--- src/include/dhrs_cfg.svh ---
// timing constants and reset values for the display hardware reset sequencer
`ifndef DHRS_CFG_SVH
`define DHRS_CFG_SVH
`define DHRS_CLK_MHZ        25
`define DHRS_REJECT_US      5
`define DHRS_ACCEPT_US      9
`define DHRS_PULSE_MIN_US   10
`define DHRS_CANCEL_SLP_MS  5
`define DHRS_CANCEL_AWK_MS  120
`define DHRS_BLANK_MAX_MS   120
`define DHRS_REJECT_CYC     (`DHRS_REJECT_US * `DHRS_CLK_MHZ)
`define DHRS_ACCEPT_CYC     (`DHRS_ACCEPT_US * `DHRS_CLK_MHZ)
`define DHRS_GLITCH_CYC     (`DHRS_REJECT_US * `DHRS_CLK_MHZ)
`define DHRS_CANCEL_SLP_CYC (`DHRS_CANCEL_SLP_MS * 1000 * `DHRS_CLK_MHZ)
`define DHRS_CANCEL_AWK_CYC (`DHRS_CANCEL_AWK_MS * 1000 * `DHRS_CLK_MHZ)
`define DHRS_BLANK_CYC      (`DHRS_BLANK_MAX_MS * 1000 * `DHRS_CLK_MHZ)
`define DHRS_NVM_WORDS      4
`define DHRS_SLEEP_RST      1'b1
`endif

--- src/include/dhrs_pkg.sv ---
// types of the display hardware reset sequencer
package dhrs_pkg;
    typedef enum logic [2:0] {
        DHRS_RUN,
        DHRS_LOW,
        DHRS_CANCEL,
        DHRS_DONE
    } dhrs_state_t;
endpackage

--- src/hw/dhrs_nvm_loader.sv ---
// sequential reload of settings from non-volatile storage
`timescale 1ns/1ps
module dhrs_nvm_loader #(
    parameter int WORDS = 4,
    parameter int DW    = 8
) (
    input  wire logic          sys_clk_in,    // system clock
    input  wire logic          sys_rst_in,    // sync reset, high
    input  wire logic          start_in,      // one-cycle start pulse
    input  wire logic [DW-1:0] nvm_data_in,   // storage read data
    output logic [$clog2(WORDS)-1:0] nvm_addr_out, // storage word index
    output logic [DW-1:0]      word_data_out, // captured word
    output logic [$clog2(WORDS)-1:0] word_idx_out, // captured index
    output logic               word_we_out,   // capture strobe
    output logic               busy_out       // load in progress
);
    localparam int AW = $clog2(WORDS);
    logic [AW-1:0] idx_q, idx_d;
    logic          busy_q, busy_d;
    logic          we_q, we_d;
    logic [DW-1:0] dat_q, dat_d;
    logic [AW-1:0] widx_q, widx_d;

    // walk the index across all words, one per cycle
    always_comb begin
        idx_d  = idx_q;
        busy_d = busy_q;
        we_d   = 1'b0;
        dat_d  = dat_q;
        widx_d = widx_q;
        if (start_in) begin
            idx_d  = '0;
            busy_d = 1'b1;
        end else if (busy_q) begin
            we_d   = 1'b1;
            dat_d  = nvm_data_in;
            widx_d = idx_q;
            if (idx_q == AW'(WORDS - 1)) begin
                busy_d = 1'b0;
            end else begin
                idx_d = idx_q + AW'(1);
            end
        end
    end

    always_ff @(posedge sys_clk_in) begin
        if (sys_rst_in) begin
            idx_q  <= '0;
            busy_q <= 1'b0;
            we_q   <= 1'b0;
            dat_q  <= '0;
            widx_q <= '0;
        end else begin
            idx_q  <= idx_d;
            busy_q <= busy_d;
            we_q   <= we_d;
            dat_q  <= dat_d;
            widx_q <= widx_d;
        end
    end

    assign nvm_addr_out  = idx_q;
    assign word_data_out = dat_q;
    assign word_idx_out  = widx_q;
    assign word_we_out   = we_q;
    assign busy_out      = busy_q | we_q;
endmodule

--- src/hw/dhrs_top.sv ---
// display hardware reset sequencer: pin filter, blanking, reload, cancel timing
// Contract
// - ignore pulses under 5us, reset above 9us
// - reload settings from storage after release
// - cancel done within 5ms asleep, 120ms awake
// - blank display during reset, then defaults; awake, blanking ends after 120ms even if the pin is still low
// - glitches inside long pulse do not end reset
`timescale 1ns/1ps
`include "dhrs_cfg.svh"
module dhrs_top import dhrs_pkg::*; #(
    parameter int DW         = 8,
    parameter int NVM_WORDS  = `DHRS_NVM_WORDS,
    parameter int CANCEL_SLP = `DHRS_CANCEL_SLP_CYC,
    parameter int CANCEL_AWK = `DHRS_CANCEL_AWK_CYC,
    parameter int BLANK_CYC  = `DHRS_BLANK_CYC
) (
    input  wire logic          sys_clk_in,        // 25 MHz clock
    input  wire logic          sys_rst_in,        // sync reset, high
    input  wire logic          hw_reset_low_pin_in, // reset pin, active low, async
    input  wire logic          sleep_in_in,       // sleep-in state from command core
    input  wire logic          cmd_valid_in,      // host command strobe
    input  wire logic [DW-1:0] cmd_data_in,       // host command byte
    input  wire logic [DW-1:0] nvm_data_in,       // storage read data
    output logic [$clog2(NVM_WORDS)-1:0] nvm_addr_out, // storage word index
    output logic               cmd_valid_out,     // accepted command strobe
    output logic [DW-1:0]      cmd_data_out,      // accepted command byte
    output logic               blank_out,         // display blanked
    output logic               core_rst_out,      // default-state reset to core
    output logic               ready_out,         // reset cancel finished
    output logic [DW*NVM_WORDS-1:0] settings_out  // reloaded id and voltage settings
);
    localparam int AW = $clog2(NVM_WORDS);
    // counters share one width, wide enough for the longer of cancel and blanking
    localparam int CW = $clog2((CANCEL_AWK > BLANK_CYC ? CANCEL_AWK : BLANK_CYC) + 1);
    localparam logic [CW-1:0] REJ = CW'(`DHRS_REJECT_CYC);
    localparam logic [CW-1:0] ACC = CW'(`DHRS_ACCEPT_CYC);
    localparam logic [CW-1:0] GLT = CW'(`DHRS_GLITCH_CYC);

    // two-stage synchroniser for the pin
    logic pin_m_q, pin_s_q;
    always_ff @(posedge sys_clk_in) begin
        if (sys_rst_in) begin
            pin_m_q <= 1'b1;
            pin_s_q <= 1'b1;
        end else begin
            pin_m_q <= hw_reset_low_pin_in;
            pin_s_q <= pin_m_q;
        end
    end

    dhrs_state_t   st_q, st_d;
    logic [CW-1:0] lo_q, lo_d;      // low width counter
    logic [CW-1:0] hi_q, hi_d;      // high width inside pulse
    logic [CW-1:0] tm_q, tm_d;      // cancel timer
    logic [CW-1:0] lim_q, lim_d;    // cancel limit chosen when the low qualifies as a reset
    logic [CW-1:0] bk_q, bk_d;      // blanking timer
    logic          awake_q, awake_d;
    logic          blank_q, blank_d;
    logic          crst_q, crst_d;
    logic          rdy_q, rdy_d;
    logic          ld_go_q, ld_go_d;
    logic          ld_busy;
    logic          w_we;
    logic [DW-1:0] w_dat;
    logic [AW-1:0] w_idx;

    // reset pulse qualification and cancel sequence
    always_comb begin
        st_d    = st_q;
        lo_d    = lo_q;
        hi_d    = hi_q;
        tm_d    = tm_q;
        lim_d   = lim_q;
        bk_d    = bk_q;
        awake_d = awake_q;
        blank_d = blank_q;
        crst_d  = crst_q;
        rdy_d   = rdy_q;
        ld_go_d = 1'b0;
        // awake blanking runs out after its maximum, even once back in run;
        // asleep it holds; a newly qualified reset below restarts it
        if (blank_q && awake_q) begin
            bk_d = bk_q + CW'(1);
            if (bk_q + CW'(1) >= CW'(BLANK_CYC)) begin
                blank_d = 1'b0;
            end
        end
        case (st_q)
            DHRS_RUN: begin
                if (!pin_s_q) begin
                    if (lo_q != ACC) begin
                        lo_d = lo_q + CW'(1);
                    end
                    // a low longer than the reject width starts a reset
                    if (lo_q >= REJ) begin
                        st_d    = DHRS_LOW;
                        awake_d = ~sleep_in_in;
                        lim_d   = sleep_in_in ? CW'(CANCEL_SLP) : CW'(CANCEL_AWK);
                        blank_d = 1'b1;
                        crst_d  = 1'b1;
                        rdy_d   = 1'b0;
                        bk_d    = '0;
                        hi_d    = '0;
                    end
                end else begin
                    lo_d = '0;
                end
            end
            DHRS_LOW: begin
                if (pin_s_q) begin
                    // short high blips stay inside the pulse
                    hi_d = hi_q + CW'(1);
                    if (hi_q >= GLT) begin
                        st_d    = DHRS_CANCEL;
                        tm_d    = '0;
                        ld_go_d = 1'b1;
                    end
                end else begin
                    hi_d = '0;
                end
            end
            DHRS_CANCEL: begin
                tm_d = tm_q + CW'(1);
                if (tm_q + CW'(1) >= lim_q || (!ld_busy && !ld_go_q && tm_q >= GLT)) begin
                    st_d = DHRS_DONE;
                end
            end
            default: begin
                crst_d = 1'b0;
                rdy_d  = 1'b1;
                lo_d   = '0;
                st_d   = DHRS_RUN;
            end
        endcase
    end

    always_ff @(posedge sys_clk_in) begin
        if (sys_rst_in) begin
            st_q    <= DHRS_DONE;
            lo_q    <= '0;
            hi_q    <= '0;
            tm_q    <= '0;
            lim_q   <= '0;
            bk_q    <= '0;
            awake_q <= ~`DHRS_SLEEP_RST;
            blank_q <= 1'b1;
            crst_q  <= 1'b1;
            rdy_q   <= 1'b0;
            ld_go_q <= 1'b0;
        end else begin
            st_q    <= st_d;
            lo_q    <= lo_d;
            hi_q    <= hi_d;
            tm_q    <= tm_d;
            lim_q   <= lim_d;
            bk_q    <= bk_d;
            awake_q <= awake_d;
            blank_q <= blank_d;
            crst_q  <= crst_d;
            rdy_q   <= rdy_d;
            ld_go_q <= ld_go_d;
        end
    end

    dhrs_nvm_loader #(
        .WORDS (NVM_WORDS),
        .DW    (DW)
    ) u_loader (
        .sys_clk_in    (sys_clk_in),
        .sys_rst_in    (sys_rst_in),
        .start_in      (ld_go_q),
        .nvm_data_in   (nvm_data_in),
        .nvm_addr_out  (nvm_addr_out),
        .word_data_out (w_dat),
        .word_idx_out  (w_idx),
        .word_we_out   (w_we),
        .busy_out      (ld_busy)
    );

    // settings storage, one word per entry; each entry owns its register
    genvar gi;
    generate
        for (gi = 0; gi < NVM_WORDS; gi++) begin : g_set
            logic [DW-1:0] word_q, word_d;
            always_comb begin
                word_d = word_q;
                if (w_we && w_idx == AW'(gi)) begin
                    word_d = w_dat;
                end
            end
            always_ff @(posedge sys_clk_in) begin
                if (sys_rst_in) begin
                    word_q <= '0;
                end else begin
                    word_q <= word_d;
                end
            end
            assign settings_out[gi*DW +: DW] = word_q;
        end
    endgenerate

    // command gate: drop commands until cancel done
    logic          cv_q, cv_d;
    logic [DW-1:0] cd_q, cd_d;
    always_comb begin
        cv_d = cmd_valid_in && rdy_q && pin_s_q && st_q == DHRS_RUN;
        cd_d = cmd_valid_in ? cmd_data_in : cd_q;
    end
    always_ff @(posedge sys_clk_in) begin
        if (sys_rst_in) begin
            cv_q <= 1'b0;
            cd_q <= '0;
        end else begin
            cv_q <= cv_d;
            cd_q <= cd_d;
        end
    end

    assign cmd_valid_out = cv_q;
    assign cmd_data_out  = cd_q;
    assign blank_out     = blank_q;
    assign core_rst_out  = crst_q;
    assign ready_out     = rdy_q;

    a_short_reject: assert property (@(posedge sys_clk_in) disable iff (sys_rst_in)
        (st_q == DHRS_RUN && pin_s_q) |=> st_q != DHRS_LOW)
        else $error("reset started without low pin");
    a_cancel_bound: assert property (@(posedge sys_clk_in) disable iff (sys_rst_in)
        st_q == DHRS_CANCEL |-> tm_q < lim_q)
        else $error("cancel overran its limit");
    a_reload_starts: assert property (@(posedge sys_clk_in) disable iff (sys_rst_in)
        (st_q == DHRS_LOW && st_d == DHRS_CANCEL) |=> ##1 ld_busy)
        else $error("reload did not start");
    a_blank_reset: assert property (@(posedge sys_clk_in) disable iff (sys_rst_in)
        st_q == DHRS_LOW |-> blank_q || awake_q)
        else $error("display not blanked");
    a_reset_entry: assert property (@(posedge sys_clk_in) disable iff (sys_rst_in)
        (st_q == DHRS_RUN && st_d == DHRS_LOW) |=> blank_q && crst_q && !rdy_q)
        else $error("reset entry did not blank and hold core");
    a_blank_bound: assert property (@(posedge sys_clk_in) disable iff (sys_rst_in)
        (blank_q && awake_q) |-> bk_q < CW'(BLANK_CYC))
        else $error("awake blanking overran its maximum");
    a_glitch_hold: assert property (@(posedge sys_clk_in) disable iff (sys_rst_in)
        (st_q == DHRS_LOW && !pin_s_q) |=> st_q == DHRS_LOW)
        else $error("low pin left reset");
    a_cmd_gate: assert property (@(posedge sys_clk_in) disable iff (sys_rst_in)
        (st_q != DHRS_RUN) |=> !cv_q)
        else $error("command passed during reset");
endmodule

--- config.mk ---
export PLATFORM = sky130hd
export DESIGN_NAME = dhrs_top
export DESIGN_NICKNAME = d
export VERILOG_FILES = /design/src/include/dhrs_pkg.sv /design/src/hw/dhrs_nvm_loader.sv /design/src/hw/dhrs_top.sv
export VERILOG_INCLUDE_DIRS = /design/src /design/src/include
export SDC_FILE = /design/constraint.sdc
export NUM_CORES = 1
export LEC_CHECK = 0
export ABC_AREA = 0
export BUFFER_PORTS_ARGS = -buffer_cell sky130_fd_sc_hd__buf_2
export CORE_MARGIN = 2
export CORE_UTILIZATION = 50
export CTS_CLUSTER_DIAMETER = 120
export DETAILED_ROUTE_END_ITERATION = 10
export PLACE_DENSITY = 0.78
export SLEW_MARGIN = 0
export SYNTH_ARGS = -nofsm -noshare
export SYNTH_HDL_FRONTEND = slang
export SYNTH_SLANG_ARGS = --single-unit
--- constraint.sdc ---
create_clock -name sys_clk_in -period 3 [get_ports sys_clk_in]
set_clock_uncertainty 0.15 [all_clocks]
set_input_delay 0.45 -clock sys_clk_in [delete_from_list [all_inputs] [get_ports sys_clk_in]]
set_output_delay 0.45 -clock sys_clk_in [all_outputs]
set_load 0.005 [all_outputs]
* After elaboration in Yosys (flattened, before gate mapping) *
Cells that the tools add are included.

storage, ports and cells
  output and inout port bits = 46
  flip-flop bits (word level) = 175

operators by class
  mux-type cells = 37
  add/sub/neg operators = 5
  equal/unequal tests = 13
  reduce and logical (&&, ||, !) cells = 28
  order comparisons = 5
  bitwise logic cells = 7

operators by type and width
  kind                                                   number
  two-way mux 22 bit                                     12
  one-hot mux 22 bit (2 select lines)                    3
  adder 22 x 1 -> 22 bit (second input constant)         4
  >= comparator 22 x 7 -> 1 bit (second input constant)  3
  >= comparator 22 bit                                   1
  >= comparator 22 bit (second input constant)           1
  != test 22 x 8 -> 1 bit (second input constant)        1
  two-way mux 3 bit                                      5
  two-way mux 1 bit                                      14
  AND reduction 3 bit                                    4
  logical AND 1 bit                                      10
  != test 2 bit (second input constant)                  5
  one-hot mux 3 bit (3 select lines)                     1
  equality test 2 bit (second input constant)            3
  inverter 1 bit                                         6
  AND reduction 2 bit                                    3
  AND reduction 5 bit                                    1
  one-hot mux 1 bit (2 select lines)                     2
  nonzero test 2 bit                                     2
  OR reduction 2 bit                                     2
  equality test 3 x 1 -> 1 bit (second input constant)   1
  equality test 3 x 2 -> 1 bit (second input constant)   1
  zero test 3 bit                                        1
  != test 3 bit (second input constant)                  1
  7 further kinds                                        8

* Logic depth before layout (Yosys ltp) *
  depth after elaboration = 7
  gate-level depth with buffers = 15

* Cells and area by module *
Synthesis repeated with hierarchy kept, for this count alone.

unflattened totals
  cells, all modules = 872
  area, all modules = 7429.6 um2

by module, submodules not included
  module           area each (um2)  seq. area each (um2)  instances  cells an instance
  dhrs_top         6929.1           2802.7                1          813
  dhrs_nvm_loader  500.5            280.3                 1          59

* Worst setup path before layout *
Ideal clock, no wire load.

  path kind = flip-flop to flip-flop
  start point = reg tm_q[2]
  end point = reg st_q[0]
  clock period less this slack = 3055 ps
  path slack = -55 ps
  data arrival time = 2833 ps
  cell stages (with the launch flop) = 14
  library setup time = 72 ps
  path through = dfxtp_1 > buf_4 > and4_4 > buf_6 > nand3_1 > nor2_1 > and4_1 > nand3_1 > xnor2_1 > ha_1 > a21boi_1 > or4b_1 > o21ai_2 > mux2i_1

between the ends
  cells in the longest elaborated chain, start to end = 5
  elaborated cells on any way between the ends = 7
  those cells by class = add/sub (1); order compare (2); eq/ne (1); reduce/logical (3)

RTL lines
  element                                                                         RTL line         text
  start, declared                                                                 dhrs_top.sv:54   logic [CW-1:0] tm_q, tm_d;
  start signal, assigned                                                          dhrs_top.sv:154  tm_q <= tm_d;
  adder 22 x 1 -> 22 bit / >= comparator 22 x 7 -> 1 bit (equally long branches)  dhrs_top.sv:124  if (tm_q + CW'(1) >= lim_q || (!ld_busy && !ld_go_q && tm_q >= GLT)) begin
  >= comparator 22 bit / logical AND 1 bit (equally long branches)                dhrs_top.sv:124
  logical OR 1 bit *                                                              dhrs_top.sv:124
  != test 2 bit (no line) *                                                       -
  AND reduction 5 bit (no line) *                                                 -
  end signal, assigned                                                            dhrs_top.sv:151  st_q <= st_d;
  end, declared                                                                   dhrs_top.sv:51   dhrs_state_t st_q, st_d;

Mark *: on every way between the ends. The rest lies on a longest branch, timed or not.
A chain may end at the register's enable or synchronous reset.

* Final worst setup path *
Ends and elaborated chain as after synthesis.

==> impl_metrics.prom <==
# TYPE chip_impl_metric gauge
chip_impl_info{name="status",value="complete, but fails checks"} 1
chip_impl_info{name="violated_checks",value="negative setup slack"} 1
chip_impl_info{name="reg_to_reg_critical_path_startpoint",value="tm_q[2]"} 1
chip_impl_info{name="synth_most_common_cell",value="dfxtp_1"} 1
chip_impl_info{name="netlist_top_cells_count",value="154 x dfxtp_1, 146 x nor2_1, 75 x nand2_1"} 1
chip_impl_metric{name="synth-adder-area-share",unit="%"} 4.78
chip_impl_metric{name="numCtsBuffers",unit=""} 17
chip_impl_metric{name="ant_nets",unit=""} 0
chip_impl_metric{name="layout.area.seq",unit="mm^2"} 0.00309
chip_impl_metric{name="hold_path_depth",unit=""} 2
chip_impl_metric{name="synth_top_cell_area_share",unit="%"} 40.6
chip_impl_metric{name="route.detailed.drc",unit=""} 0
chip_impl_metric{name="netlist_area",unit="mm^2"} 0.00759
chip_impl_info{name="worstHoldEndpoint",value="pin_m_q"} 1
chip_impl_metric{name="port_buffers",unit=""} 66
chip_impl_metric{name="postPlaceCellArea",unit="mm^2"} 0.00819
chip_impl_info{name="end_kind",value="flop"} 1
chip_impl_metric{name="period_minus_slack",unit="ns"} 3.03
chip_impl_info{name="startpoint_of_the_tightest_hold_check_path",value="hw_reset_low_pin_in"} 1
chip_impl_metric{name="floorplan.initialDensity",unit="%"} 50.5
chip_impl_metric{name="ys_async_sr_fraction",unit="%"} 0
chip_impl_metric{name="pre_cts_ws",unit="ns"} 0.0658
chip_impl_metric{name="setup_slack",unit="ns"} -0.0332
chip_impl_metric{name="cap_violations",unit=""} 0
chip_impl_metric{name="placement_rows",unit=""} 45
chip_impl_metric{name="drtPass1Iterations",unit=""} 5
chip_impl_metric{name="cp_data_arrival_time",unit="ns"} 3.24
chip_impl_metric{name="crit_required",unit="ns"} 3.21
chip_impl_metric{name="placed_cells_incl_taps",unit=""} 1132
chip_impl_metric{name="fmax",unit="MHz"} 330
chip_impl_metric{name="r2r_cells",unit=""} 12
chip_impl_metric{name="ir_worst_vdd",unit="mV"} 0.431
chip_impl_metric{name="totalWireLength",unit="um"} 16600
chip_impl_metric{name="ioPinCount",unit=""} 67
chip_impl_info{name="worst_r2r_endpoint",value="st_q[0]"} 1
chip_impl_metric{name="synthXorXnorAreaFrac",unit="%"} 8.86
chip_impl_metric{name="avgRoutedWirePerCell",unit="um"} 14.2
chip_impl_metric{name="drv_slew",unit=""} 0
chip_impl_metric{name="post_drt_via_cell_ratio",unit=""} 5.60
chip_impl_metric{name="synth-compound-area-share",unit="%"} 9.74
chip_impl_info{name="class_of_the_most_critical_hold_timing_path",value="in -> reg"} 1
chip_impl_metric{name="die_x",unit="um"} 127
chip_impl_metric{name="grt.overflow.total",unit=""} 0
chip_impl_metric{name="warnings_from_yosys",unit=""} 0
chip_impl_metric{name="clk_latency",unit="ns"} 0.43
chip_impl_metric{name="design.die.area",unit="mm^2"} 0.0162
chip_impl_metric{name="fp.coreArea",unit="mm^2"} 0.0150
chip_impl_info{name="critical_path.cell_chain",value="and4_4, nand2_2, or3_4, nor2_4, nand4_1, xnor2_2, ha_2, a21oi_2, a21boi_1, or4b_1, o21ai_2, mux2i_1"} 1
chip_impl_info{name="cell_family_with_the_largest_share_of_critical_path_delay",value="simple AND/OR/NAND/NOR gates"} 1
chip_impl_metric{name="crit_fanout",unit=""} 4
chip_impl_metric{name="tritoncts_num_sinks",unit=""} 154
chip_impl_info{name="critPathSlowestCell",value="or4b_1"} 1
chip_impl_metric{name="gr-usage-all-layers",unit="%"} 20.7
chip_impl_info{name="startpoint_types",value="flop"} 1
chip_impl_metric{name="fin_setup_tns",unit="ns"} -0.0595
chip_impl_info{name="unrepaired_setup_endpoints_after_global_routing",value="true"} 1
chip_impl_metric{name="powerDensity",unit="mW/mm^2"} 565
chip_impl_metric{name="cts.hold.buffers_added",unit=""} 0
chip_impl_metric{name="stdcell_count",unit=""} 1166
chip_impl_metric{name="global_route_wire_length_before_repair",unit="um"} 27600
chip_impl_metric{name="reg2reg_slack",unit="ns"} -0.03
chip_impl_metric{name="worst_slew_margin_rel",unit="%"} 45.7
chip_impl_metric{name="place_congestion",unit=""} 0.852
chip_impl_metric{name="power.static_leakage",unit="nW"} 3.76
chip_impl_metric{name="ctsHtreeMaxLevel",unit=""} 4
chip_impl_metric{name="syn-num-nets",unit=""} 940
chip_impl_info{name="cts_tree",value="built"} 1
chip_impl_metric{name="hold_violations",unit=""} 0
chip_impl_metric{name="synth_simple_gate_area_share",unit="%"} 26.3
chip_impl_metric{name="layout_worst_path_cycle_share",unit="%"} 101
chip_impl_metric{name="final_layout_size_suffix_gt1_share",unit="%"} 17.1
chip_impl_metric{name="nNetsFinal",unit=""} 1016
chip_impl_metric{name="drt_iter0_drc",unit=""} 421
chip_impl_metric{name="finalInstanceArea",unit="mm^2"} 0.00886
chip_impl_metric{name="grt_start_max_net_pins",unit=""} 47
chip_impl_metric{name="antennaDiodeCount",unit=""} 0
chip_impl_metric{name="netlist_instances",unit=""} 890
chip_impl_metric{name="worst_slew_pin_slew",unit="ns"} 0.812
chip_impl_info{name="synth-main-ff-cell",value="dfxtp_1"} 1
chip_impl_metric{name="syn2layout_area_growth",unit="%"} 16.6
chip_impl_metric{name="final.fill_count",unit=""} 1275
chip_impl_metric{name="synth_area_per_cell",unit="um^2"} 8.53
chip_impl_metric{name="critical_path.max_stage_delay",unit="ns"} 0.54
chip_impl_metric{name="synth_sequential_area_ratio",unit="%"} 40.6
chip_impl_info{name="synth_largest_area_cell",value="dfxtp_1"} 1
chip_impl_metric{name="antenna_found_initial",unit=""} 0
chip_impl_metric{name="place.detailed.hpwl",unit="um"} 11100
chip_impl_info{name="synth.area.top_cells",value="dfxtp_1 41%, nor2_1 7.2%, mux2i_1 6.1%, xor2_1 5.8%, ha_1 4.8%"} 1
chip_impl_metric{name="synth_seq_cells",unit=""} 154
chip_impl_metric{name="finish.utilization",unit="%"} 58.9
chip_impl_metric{name="cts_max_path_buffers",unit=""} 2
chip_impl_metric{name="synth-edff-count",unit=""} 0
chip_impl_metric{name="multi_input_area",unit="mm^2"} 0.00430
chip_impl_metric{name="ys_types",unit=""} 66
chip_impl_info{name="clock_tree.root_cell",value="clkbuf_16"} 1
chip_impl_metric{name="die_height",unit="um"} 127
chip_impl_metric{name="first_global_vias",unit=""} 5897
chip_impl_metric{name="worst_setup_hold_path_clk_slew",unit="ns"} 0.06
chip_impl_metric{name="finalSetupViolCount",unit=""} 2
chip_impl_info{name="path_class",value="reg -> reg"} 1
chip_impl_metric{name="critical_path.n_buffers_inverters",unit=""} 0
chip_impl_metric{name="synthMuxAreaShare",unit="%"} 6.06
chip_impl_metric{name="via_count",unit=""} 6534
chip_impl_info{name="dominant_combinational_cell_family_by_area_after_synthesis",value="simple AND/OR/NAND/NOR gates"} 1
[final cells by class]
type,instances,area share (%)
Clock buffer,18,4.96
Inverter,24,1.02
Multi-Input combinational cell,671,48.6
Sequential cell,154,34.9
Timing Repair Buffer,98,6.44
Tap cell,188,2.66
Clock inverter,13,1.48
[power breakdown]
group	leakage (nW)	total, W	switching (W)	internal, W
logic	2.24	0.000771	0.000510	0.000261
registers	1.25	0.00215	0.0000531	0.00210
clock network	0.276	0.00208	0.000904	0.00118
[cell families after synthesis]
group / after synthesis
adder cells (fa/ha/maj): 29
buffers and inverters: 65
multiplexers: 46
XOR/XNOR: 76
AND/OR/NAND/NOR: 399
AO/OA/AOI/OAI: 121
flip-flops: 154
[metrics by stage]
step	hold WS [ns]	total power [W]
2_1_floorplan	0.239	0.00272
3_3_place_gp	0.241	0.00294
3_5_place_dp	0.246	0.00295
4_1_cts	0.0407	0.00504
5_1_grt	0.0434	0.00522
6_report	0.0542	0.00500
[layout by cell type, fill, tap and decap left out, types with 7 or more instances in the layout]
cell type	count
dfxtp_1	149
nor2_1	144
nand2_1	74
buf_2	66
a21oi_1	53
xor2_1	50
mux2i_1	46
nand3_1	37
buf_4	32
ha_1	28
nand4_1	26
o21ai_0	25
inv_1	24
xnor2_1	23
nor3_1	17
clkbuf_16	17
and3_1	16
nor4_1	14
or3_1	12
a21o_1	11
and4_1	8
nand3b_1	7
[timing repair]
action,CTS,global route
gates resized for setup,0,18
buffers inserted,0,3
endpoints found under the setup margin,0,2
[metal layers]
layer | part of all wire (%) | vias to the layer above | global-route usage, %
met2 | 47 | 183 | 33.4
met3 | 5.4 | 33 | 4.44
met4 | 1.9 | 0 | 8.53
met1 | 46 | 3079 | 27.1
li1 | - | 3239 | -
met5 | 0 | - | 0
[how the worst max path moves through the flow]
| stage | start | endpoint | slack (ns) | depth (start not counted) |
|---|---|---|---|---|
| after CTS | tm_q[5] | st_q[0] | 0.04 | 12 |
| after global routing | tm_q[2] | st_q[0] | -0.18 | 12 |
| final | tm_q[2] | st_q[0] | -0.03 | 12 |
| after detailed placement | tm_q[5] | st_q[0] | 0.07 | 12 |
| after floorplan | tm_q[2] | st_q[0] | 0.007 | 14 |
| after global placement | tm_q[5] | st_q[1] | 0.09 | 13 |
[registers in the layout, indices dropped and copies added, names as in the netlist, 2 cells and up]
signal / flops
hi_q: 22
bk_q: 22
u_loader.nvm_addr_out: 2
lim_q: 3
lo_q: 22
cmd_data_out: 8
st_q: 2
u_loader.word_idx_out: 2
u_loader.word_data_out: 8
tm_q: 22
g_set.word_q: 32
No activity file was read; power rests on OpenSTA's default activity.
